<file path="src/rtl/cctl_defs.vh">
// Constants for the controller area network control and timing block
`ifndef CCTL_DEFS_VH
`define CCTL_DEFS_VH

// ----------------------------------------------------------------------------
// Widths
// ----------------------------------------------------------------------------
`define CCTL_SEG1_W      4
`define CCTL_SEG2_W      3
`define CCTL_SJW_W       2
`define CCTL_DIV_W       6
`define CCTL_NOBJ        32
`define CCTL_ID_W        6

// ----------------------------------------------------------------------------
// Codes and limits
// ----------------------------------------------------------------------------
`define CCTL_STATUS_ID   6'h20
`define CCTL_STATUS_CODE 6'h21
`define CCTL_NO_INT      6'h00
`define CCTL_PASSIVE_LIM 8'h80
`define CCTL_SYNC_QUANTA 5'h01

// ----------------------------------------------------------------------------
// Reset values
// ----------------------------------------------------------------------------
`define CCTL_RST_SEG1    4'h3
`define CCTL_RST_SEG2    3'h2
`define CCTL_RST_SJW     2'h0
`define CCTL_RST_DIV     6'h01

`endif

</file>
<file path="src/rtl/cctl_ctrl.v">
// Control, bit timing, error counter and interrupt logic of a CAN controller
//
// Summary of operation
// - Bit timed from prop+phase1, phase2 and jump width, all in quanta.
// - One quantum equals clock period times programmable divisor.
// - Bit length is prop+phase1 plus phase2 plus one sync quantum.
// - Bit rate is clock over bit quanta times divisor.
// - While disabled, no transmit or receive processing happens.
// - Disable keeps all internal state and message objects intact.
// - Once enabled, pending transmits go out and received frames are handled.
// - After reset the controller stays disabled until the host enables it.
// - Error counters readable with error-passive flag.
// - Clear request takes status identifier or object number 1 to 32.
// - Reading the status register clears a pending status interrupt.
// - Reading a message object clears its pending interrupt.
// - Each interrupt source has its own enable gating the interrupt.
// - Global enable gates every controller interrupt.
// - Cause reads status identifier or highest-priority pending object.
// - Lower object numbers have higher priority.
`timescale 1ns/1ps
`include "cctl_defs.vh"

module cctl_ctrl (
    // Clock and reset
    input  wire                     CLOCK,
    input  wire                     RSTN,
    // Enable and bit timing configuration
    input  wire                     ENABLE_SET,
    input  wire                     DISABLE_SET,
    input  wire                     TIMING_WRITE,
    input  wire [`CCTL_SEG1_W-1:0]  PROP_PHASE1_QUANTA,
    input  wire [`CCTL_SEG2_W-1:0]  PHASE2_QUANTA,
    input  wire [`CCTL_SJW_W-1:0]   RESYNC_JUMP_WIDTH,
    input  wire [`CCTL_DIV_W-1:0]   QUANTUM_DIVISOR,
    // Resynchronisation edge from the bus receiver
    input  wire                     BUS_RX,
    // Error counter events from the protocol engine
    input  wire                     TX_ERR_INC,
    input  wire                     TX_ERR_DEC,
    input  wire                     RX_ERR_INC,
    input  wire                     RX_ERR_DEC,
    // Interrupt events and transmit request
    input  wire                     STATUS_EVENT,
    input  wire [`CCTL_NOBJ-1:0]    OBJ_EVENT,
    input  wire                     OBJ_TX_PENDING,
    // Interrupt control
    input  wire                     INT_CLEAR,
    input  wire [`CCTL_ID_W-1:0]    INT_CLEAR_ID,
    input  wire                     STATUS_READ,
    input  wire                     OBJ_READ,
    input  wire [`CCTL_ID_W-1:0]    OBJ_READ_ID,
    input  wire                     STATUS_INT_EN,
    input  wire [`CCTL_NOBJ-1:0]    OBJ_INT_EN,
    input  wire                     GLOBAL_INT_EN,
    // Status outputs
    output reg                      ENABLED,
    output wire                     PROCESS_EN,
    output reg                      TX_START,
    output reg                      QUANTUM_TICK,
    output reg                      SAMPLE_POINT,
    output reg                      BIT_END,
    output reg  [7:0]               TX_ERR_COUNT,
    output reg  [7:0]               RX_ERR_COUNT,
    output reg                      ERR_PASSIVE,
    output reg  [`CCTL_ID_W-1:0]    INT_CAUSE,
    output reg  [`CCTL_NOBJ-1:0]    OBJ_INT_PENDING,
    output reg                      STATUS_INT_PENDING,
    output reg                      INT_OUT
);

// ----------------------------------------------------------------------------
// Helpers
// ----------------------------------------------------------------------------
// Maps object number 1..32 to a one-hot clear mask; other numbers give zero
function [`CCTL_NOBJ-1:0] obj_mask;
    input [`CCTL_ID_W-1:0] id;
    begin
        if (id >= 6'h01 && id <= 6'h20)
            obj_mask = {{(`CCTL_NOBJ-1){1'b0}}, 1'b1} << (id - 6'h01);
        else
            obj_mask = {`CCTL_NOBJ{1'b0}};
    end
endfunction

// Saturating 8-bit step counter
function [7:0] err_step;
    input [7:0] cnt;
    input       inc;
    input       dec;
    begin
        if (inc && !dec && cnt != 8'hFF)
            err_step = cnt + 8'h01;
        else if (dec && !inc && cnt != 8'h00)
            err_step = cnt - 8'h01;
        else
            err_step = cnt;
    end
endfunction

// ----------------------------------------------------------------------------
// Enable control and timing registers
// ----------------------------------------------------------------------------
reg  [`CCTL_SEG1_W-1:0] seg1;
reg  [`CCTL_SEG2_W-1:0] seg2;
reg  [`CCTL_SJW_W-1:0]  sjw;
reg  [`CCTL_DIV_W-1:0]  divisor;

// Timing is only taken while disabled so a running bit is never reshaped
always @(posedge CLOCK or negedge RSTN) begin
    if (!RSTN) begin
        ENABLED <= 1'b0;
        seg1    <= `CCTL_RST_SEG1;
        seg2    <= `CCTL_RST_SEG2;
        sjw     <= `CCTL_RST_SJW;
        divisor <= `CCTL_RST_DIV;
    end else begin
        if (ENABLE_SET)
            ENABLED <= 1'b1;
        else if (DISABLE_SET)
            ENABLED <= 1'b0;
        if (TIMING_WRITE && !ENABLED) begin
            seg1    <= PROP_PHASE1_QUANTA;
            seg2    <= PHASE2_QUANTA;
            sjw     <= RESYNC_JUMP_WIDTH;
            // A zero divisor would wrap the prescaler compare to 63 and give 64-cycle quanta, so it runs as one
            if (QUANTUM_DIVISOR == 6'h00)
                divisor <= `CCTL_RST_DIV;
            else
                divisor <= QUANTUM_DIVISOR;
        end
    end
end

assign PROCESS_EN = ENABLED;

// ----------------------------------------------------------------------------
// Bus receive synchroniser
// ----------------------------------------------------------------------------
reg rx_s1;
reg rx_s2;
reg rx_s3;
reg rx_level;

always @(posedge CLOCK or negedge RSTN) begin
    if (!RSTN) begin
        rx_s1    <= 1'b1;
        rx_s2    <= 1'b1;
        rx_s3    <= 1'b1;
        rx_level <= 1'b1;
    end else begin
        rx_s1 <= BUS_RX;
        rx_s2 <= rx_s1;
        rx_s3 <= rx_s2;
        if (rx_s2 == rx_s3)
            rx_level <= rx_s3;
    end
end

// Falling edge of the agreed level is a resynchronisation point
wire rx_fall = rx_level && (rx_s2 == rx_s3) && !rx_s3;

// ----------------------------------------------------------------------------
// Quantum prescaler and bit segment counter
// ----------------------------------------------------------------------------
reg  [`CCTL_DIV_W-1:0] pre_cnt;
reg  [4:0]             q_cnt;
wire                   q_last_pre = (pre_cnt == divisor - 6'h01);
// Total quanta = seg1 + seg2 + sync
wire [4:0]             bit_quanta = {1'b0, seg1} + {2'b00, seg2} + `CCTL_SYNC_QUANTA;
wire [4:0]             sample_q   = {1'b0, seg1}; // quantum index ending phase 1
wire [4:0]             sjw_q      = {3'b000, sjw} + 5'h01;
reg  [4:0]             next_q;

always @* begin
    next_q = q_cnt + 5'h01;
    if (next_q >= bit_quanta)
        next_q = 5'h00;
end

// Counting stops while disabled; the position is kept, not cleared
always @(posedge CLOCK or negedge RSTN) begin
    if (!RSTN) begin
        pre_cnt      <= 6'h00;
        q_cnt        <= 5'h00;
        QUANTUM_TICK <= 1'b0;
        SAMPLE_POINT <= 1'b0;
        BIT_END      <= 1'b0;
    end else begin
        QUANTUM_TICK <= 1'b0;
        SAMPLE_POINT <= 1'b0;
        BIT_END      <= 1'b0;
        if (ENABLED) begin
            if (rx_fall && q_cnt > sample_q && (bit_quanta - q_cnt) <= sjw_q) begin
                // Early edge in phase 2: shorten by at most the jump width
                pre_cnt <= 6'h00;
                q_cnt   <= 5'h00;
                BIT_END <= 1'b1;
            end else if (q_last_pre) begin
                pre_cnt      <= 6'h00;
                QUANTUM_TICK <= 1'b1;
                q_cnt        <= next_q;
                SAMPLE_POINT <= (q_cnt == sample_q);
                BIT_END      <= (next_q == 5'h00);
            end else begin
                pre_cnt <= pre_cnt + 6'h01;
            end
        end
    end
end

// Pending transmissions start at the first bit boundary after enable
// A frame that becomes pending while disabled simply waits; nothing is dropped
always @(posedge CLOCK or negedge RSTN) begin
    if (!RSTN)
        TX_START <= 1'b0;
    else
        TX_START <= ENABLED && OBJ_TX_PENDING && BIT_END;
end

// ----------------------------------------------------------------------------
// Error counters
// ----------------------------------------------------------------------------
// Steps only count while the controller takes part in bus traffic
wire       tx_inc_live = TX_ERR_INC & ENABLED;
wire       tx_dec_live = TX_ERR_DEC & ENABLED;
wire       rx_inc_live = RX_ERR_INC & ENABLED;
wire       rx_dec_live = RX_ERR_DEC & ENABLED;
wire [7:0] next_tx_err = err_step(TX_ERR_COUNT, tx_inc_live, tx_dec_live);
wire [7:0] next_rx_err = err_step(RX_ERR_COUNT, rx_inc_live, rx_dec_live);

// The flag is taken from the next count so it never lags the count by a cycle
always @(posedge CLOCK or negedge RSTN) begin
    if (!RSTN) begin
        TX_ERR_COUNT <= 8'h00;
        RX_ERR_COUNT <= 8'h00;
        ERR_PASSIVE  <= 1'b0;
    end else begin
        TX_ERR_COUNT <= next_tx_err;
        RX_ERR_COUNT <= next_rx_err;
        ERR_PASSIVE  <= (next_rx_err >= `CCTL_PASSIVE_LIM);
    end
end

// ----------------------------------------------------------------------------
// Interrupt pending flags: a new event wins over a clear in the same cycle
// ----------------------------------------------------------------------------
// Numbers outside 1..32 give an empty mask, so a bad number clears nothing
wire [`CCTL_NOBJ-1:0] obj_clr_req  = INT_CLEAR ? obj_mask(INT_CLEAR_ID) : {`CCTL_NOBJ{1'b0}};
wire [`CCTL_NOBJ-1:0] obj_clr_read = OBJ_READ ? obj_mask(OBJ_READ_ID) : {`CCTL_NOBJ{1'b0}};
wire [`CCTL_NOBJ-1:0] obj_clr      = obj_clr_req | obj_clr_read;
// Status pending clears by its own identifier or by a status read
wire                  stat_clr_req = INT_CLEAR && (INT_CLEAR_ID == `CCTL_STATUS_ID);
wire                  stat_clr     = stat_clr_req || STATUS_READ;

always @(posedge CLOCK or negedge RSTN) begin
    if (!RSTN) begin
        OBJ_INT_PENDING    <= {`CCTL_NOBJ{1'b0}};
        STATUS_INT_PENDING <= 1'b0;
    end else begin
        OBJ_INT_PENDING    <= (OBJ_INT_PENDING & ~obj_clr) | OBJ_EVENT;
        STATUS_INT_PENDING <= (STATUS_INT_PENDING & ~stat_clr) | STATUS_EVENT;
    end
end

// ----------------------------------------------------------------------------
// Cause and interrupt output
// ----------------------------------------------------------------------------
integer i;
reg [`CCTL_ID_W-1:0] next_cause;
reg                  next_int;
wire [`CCTL_NOBJ-1:0] obj_live = OBJ_INT_PENDING & OBJ_INT_EN;
// Masked sources still record pending; only the request line is gated
wire                  stat_live = STATUS_INT_PENDING && STATUS_INT_EN;

always @* begin
    next_cause = `CCTL_NO_INT;
    // Scan from the top so the lowest numbered object is left last
    for (i = `CCTL_NOBJ - 1; i >= 0; i = i - 1) begin
        if (OBJ_INT_PENDING[i])
            next_cause = i[`CCTL_ID_W-1:0] + 6'h01;
    end
    if (STATUS_INT_PENDING)
        next_cause = `CCTL_STATUS_ID;
    next_int = GLOBAL_INT_EN && (stat_live || (|obj_live));
end

always @(posedge CLOCK or negedge RSTN) begin
    if (!RSTN) begin
        INT_CAUSE <= `CCTL_NO_INT;
        INT_OUT   <= 1'b0;
    end else begin
        INT_CAUSE <= next_cause;
        INT_OUT   <= next_int;
    end
end

endmodule

</file>
<file path="config.mk">
export PLATFORM = sky130hd
export DESIGN_NAME = cctl_ctrl
export DESIGN_NICKNAME = d
export VERILOG_FILES = /design/src/rtl/cctl_ctrl.v
export VERILOG_INCLUDE_DIRS = /design/src /design/src/rtl
export SDC_FILE = /design/constraint.sdc
export NUM_CORES = 1
export LEC_CHECK = 0
export BUFFER_PORTS_ARGS = -buffer_cell sky130_fd_sc_hd__clkbuf_2
export CAP_MARGIN = 20
export CORE_UTILIZATION = 50
export CTS_BUF_LIST = sky130_fd_sc_hd__clkbuf_8
export CTS_CLUSTER_SIZE = 20
export DETAILED_ROUTE_END_ITERATION = 8
export PLACE_DENSITY = 0.88
export SYNTH_ARGS = -nofsm -noshare
export SYNTH_HDL_FRONTEND = slang
export SYNTH_SLANG_ARGS = --single-unit
</file>
<file path="constraint.sdc">
create_clock -name CLOCK -period 7.55 [get_ports CLOCK]
set_input_delay 0 -clock CLOCK [delete_from_list [all_inputs] [get_ports CLOCK]]
set_output_delay 0 -clock CLOCK [all_outputs]
set_load 0.02 [all_outputs]
</file>
==> metrics.cfg <==
[sta]
fmax_mhz = 265.1
report.final.hold_viol_count = 0
skew_ns = 0.006288
tns_ns = 0
rsz0062_at_grt = false
fin_crit_sh_pct = 49.97
maxSlewViolCount = 0
timing.slew.headroom_pct = 32.04
finalSetupViolations = 0
layout_min_cycle_time_ns = 3.772
max_slew.worst_pin.slew_ns = 1.012
fin_ws_ns = 3.778

[clock_network]
htreeDepth = 3
worstSkewPairLatency_ns = 0.37
clockBufferDepth = 2
cts-resized-gates = 0
clk_pin_slew_ns = 0.09
numCtsBuffers = 9
cts.sinks = 92
cts_tree = done
root_buffer = clkbuf_8

[synthesis]
synth-edff-count = 0
syn_area_sq_mm = 0.005767
synth_fp_nets = 763
synth_warnings = 0
synth_cell_types = 65
synth_seq_area_share_pct = 40.10
synthCells = 620
avgSynthCellArea_sq_um = 9.301
synth-main-ff-cell = dfrtp_1
yosys_register_bits = 92
async_flop_share_pct = 100.0

[layout]
drive_above_1_share_pct = 27.06
area_delta_synth_final_pct = 30.92
layout.nets = 988
diodes = 0

[critical_path]
crit_path_max_incr_delay_ns = 0.70
crit_chain = inv_1 > ha_1 > fa_1 > inv_1 > ha_1 > nor2b_1 > nor4_1 > a2111oi_0 > a2bb2oi_1 > nor2_1 > nor4_1
slowest_stage = a2bb2oi_1
arrival_ns = 4.03
path_class = flip-flop to flip-flop
required_ns = 7.80
end_kind = flip-flop
worstPathMaxFanout = 8
start_kind = flip-flop

[placement]
port_buffers = 170
gp_congestion = 1.011
detailed_place_hpwl_microns = 12910
pre_cts_slack_ns = 3.893

[pwr]
ir_worst_vdd_mv = 0.2127
p_leak_nw = 3.342
cellPowerDensity_mw_per_mm2 = 266.3

[floorplan]
initial_core_util_pct = 52.28
ios = 171
fp.coreArea_sq_mm = 0.01103
die-area_sq_mm = 0.01197
fp.dieW_microns = 109.4
rows = 38
die_h_microns = 109.4

[global_routing]
grt_overflow = 0
grt_pass1_wl_microns = 27970
grt_max_degree = 50
grt_antenna_before_repair = 0
first_global_vias = 5681
track_usage_pct = 30.87

[routing]
via_per_inst = 5.967
num_vias = 5907
dr.pass1.iters = 7
post_drt_wl_per_cell_microns = 17.94
drtIter0Drc = 538
drc = 0
final_antenna_net_count = 0
drt-total-wl_microns = 17760

[job]
max-cap-violations = 0

[run_status]
status = completed

[min_path]
hold_class = input port to flip-flop

## registers in the layout, indices dropped and copies added (netlist names), 2 cells and up, named ones only
signal	flops
INT_CAUSE	6
OBJ_INT_PENDING	32
RX_ERR_COUNT	4
TX_ERR_COUNT	8
divisor	6
pre_cnt	6
q_cnt	5
seg1	4
seg2	3
sjw	2
## per-stage QoR
stage	cells	util, %	hold slack [ns]	total power, W	instance area (sq um)
2_1_floorplan	620	-	-0.2956	0.001327	5767
3_3_place_gp	919	61.25	0.02915	0.001533	6756
3_5_place_dp	919	61.25	0.02600	0.001573	6756
4_1_cts	990	68.44	0.01253	0.002007	7550
5_1_grt	990	68.44	0.04036	0.002158	7550
6_report	990	68.44	0.03154	0.002010	7550
## power by group
part           internal [W]  total (W)  switching [W]
sequential         0.000585   0.000711       0.000127
clock              0.000227   0.000402       0.000175
combinational      0.000389   0.000897       0.000508
## layout by cell type, fill, tap and decap left out, types with 15 or more instances in the layout
cell	n
nor2_1	45
dfrtp_1	84
nor3_1	15
inv_1	43
a22oi_1	18
a21oi_1	21
xnor2_1	16
ha_1	32
nand2_1	63
dlygate4sd3_1	55
o21ai_0	37
a21o_1	17
nand3_1	15
a31o_2	15
clkbuf_2	169
## layout make-up
| type | count | area (sq um) |
|---|---|---|
| tap | 140 | 175.2 |
| fill | 883 | 3481 |
| timing repair buffer | 227 | 1419 |
| inverter | 41 | 153.9 |
| sequential | 92 | 2312 |
| multi-input combinational | 474 | 3247 |
| clock buffer | 10 | 137.6 |
| clock inverter | 6 | 105.1 |
## cells in the mapped netlist, drive strengths merged (4+ instances only)
| master | count | share of area [%] |
|---|---|---|
| o22ai | 5 | 0.54 |
| o31ai | 4 | 0.52 |
| nand2 | 63 | 4.1 |
| a21oi | 21 | 1.8 |
| or2 | 4 | 0.43 |
| nand4 | 6 | 0.65 |
| dfrtp | 84 | 36 |
| o221ai | 6 | 0.91 |
| a32oi | 4 | 0.61 |
| xnor2 | 16 | 2.4 |
| nor2b | 14 | 1.5 |
| o21ai | 38 | 3.4 |
| or4 | 6 | 0.85 |
| and2 | 4 | 0.48 |
| inv | 41 | 2.7 |
| a221oi | 6 | 0.91 |
| dfstp | 8 | 3.6 |
| clkbuf | 11 | 0.72 |
| a211oi | 8 | 1.0 |
| nor3b | 5 | 0.65 |
| a22o | 5 | 0.76 |
| a2bb2oi | 4 | 0.61 |
| mux2 | 7 | 1.4 |
| ha | 32 | 6.9 |
| o21bai | 4 | 0.52 |
| nor3 | 15 | 1.3 |
| a31oi | 4 | 0.43 |
| a21o | 17 | 2.2 |
| nor4 | 10 | 1.1 |
| xor2 | 11 | 1.7 |
| nand3b | 5 | 0.65 |
| nor2 | 45 | 2.9 |
| nand2b | 11 | 1.2 |
| a22oi | 18 | 2.3 |
| nand3 | 15 | 1.3 |
| a31o | 15 | 2.3 |
| and3 | 7 | 0.76 |
| o211ai | 4 | 0.52 |
## kinds of logic (layout without fill, tap and decap cells)
kind of cell | after synthesis | after routing | share of synthesized area (%)
simple gates | 221 | 221 | 19.53
compound gates | 180 | 180 | 22.63
flops | 92 | 92 | 40.10
buf+inv | 54 | 284 | 3.602
fa+ha+maj | 36 | 36 | 8.158
xor+xnor | 27 | 27 | 4.101
mux | 10 | 10 | 1.888
## final timing paths
path	from	end	slack [ns]	depth (start not counted)
min in group asynchronous	RSTN	OBJ_INT_PENDING[31]$_DFF_PN0_	0.15	2
setup / recovery	seg1[0]$_DFFE_PN1P_	SAMPLE_POINT$_DFF_PN0_	3.78	11
max in group asynchronous	RSTN	ENABLED$_DFFE_PN0P_	6.36	3
setup reg to reg	seg1[0]$_DFFE_PN1P_	SAMPLE_POINT$_DFF_PN0_	3.78	11
hold reg to reg	rx_s1$_DFF_PN1_	rx_s2$_DFF_PN1_	0.36	0
hold / removal	INT_CLEAR_ID[3]	OBJ_INT_PENDING[15]$_DFF_PN0_	0.03	3
## critical path: cells and delay by family (launching register included)
| kind | cells | cell delay [ns] |
|---|---|---|
| adders and majority gates | 3 | 1.06 |
| AOI/OAI and AO/OA | 2 | 1.10 |
| buffers and inverters | 2 | 0.11 |
| DFF | 1 | 0.54 |
| and+or+nand+nor | 4 | 0.84 |
## routing by layer
| metal | up-vias | global-route usage (%) | wire length, microns |
|---|---|---|---|
| li1 | 2739 | - | - |
| met1 | 2804 | 41.75 | 7679 |
| met2 | 314 | 48.07 | 8144 |
| met3 | 50 | 5.098 | 1394 |
| met4 | 0 | 15.05 | 539 |
| met5 | - | 0 | 0 |
## timing repair
item / 4_1_cts / 5_1_grt
setup buffers: 0 / 0
hold buffers: 55 / 0
endpoints found under the hold margin: 95 / 0
(Power assumes the default switching activity.)
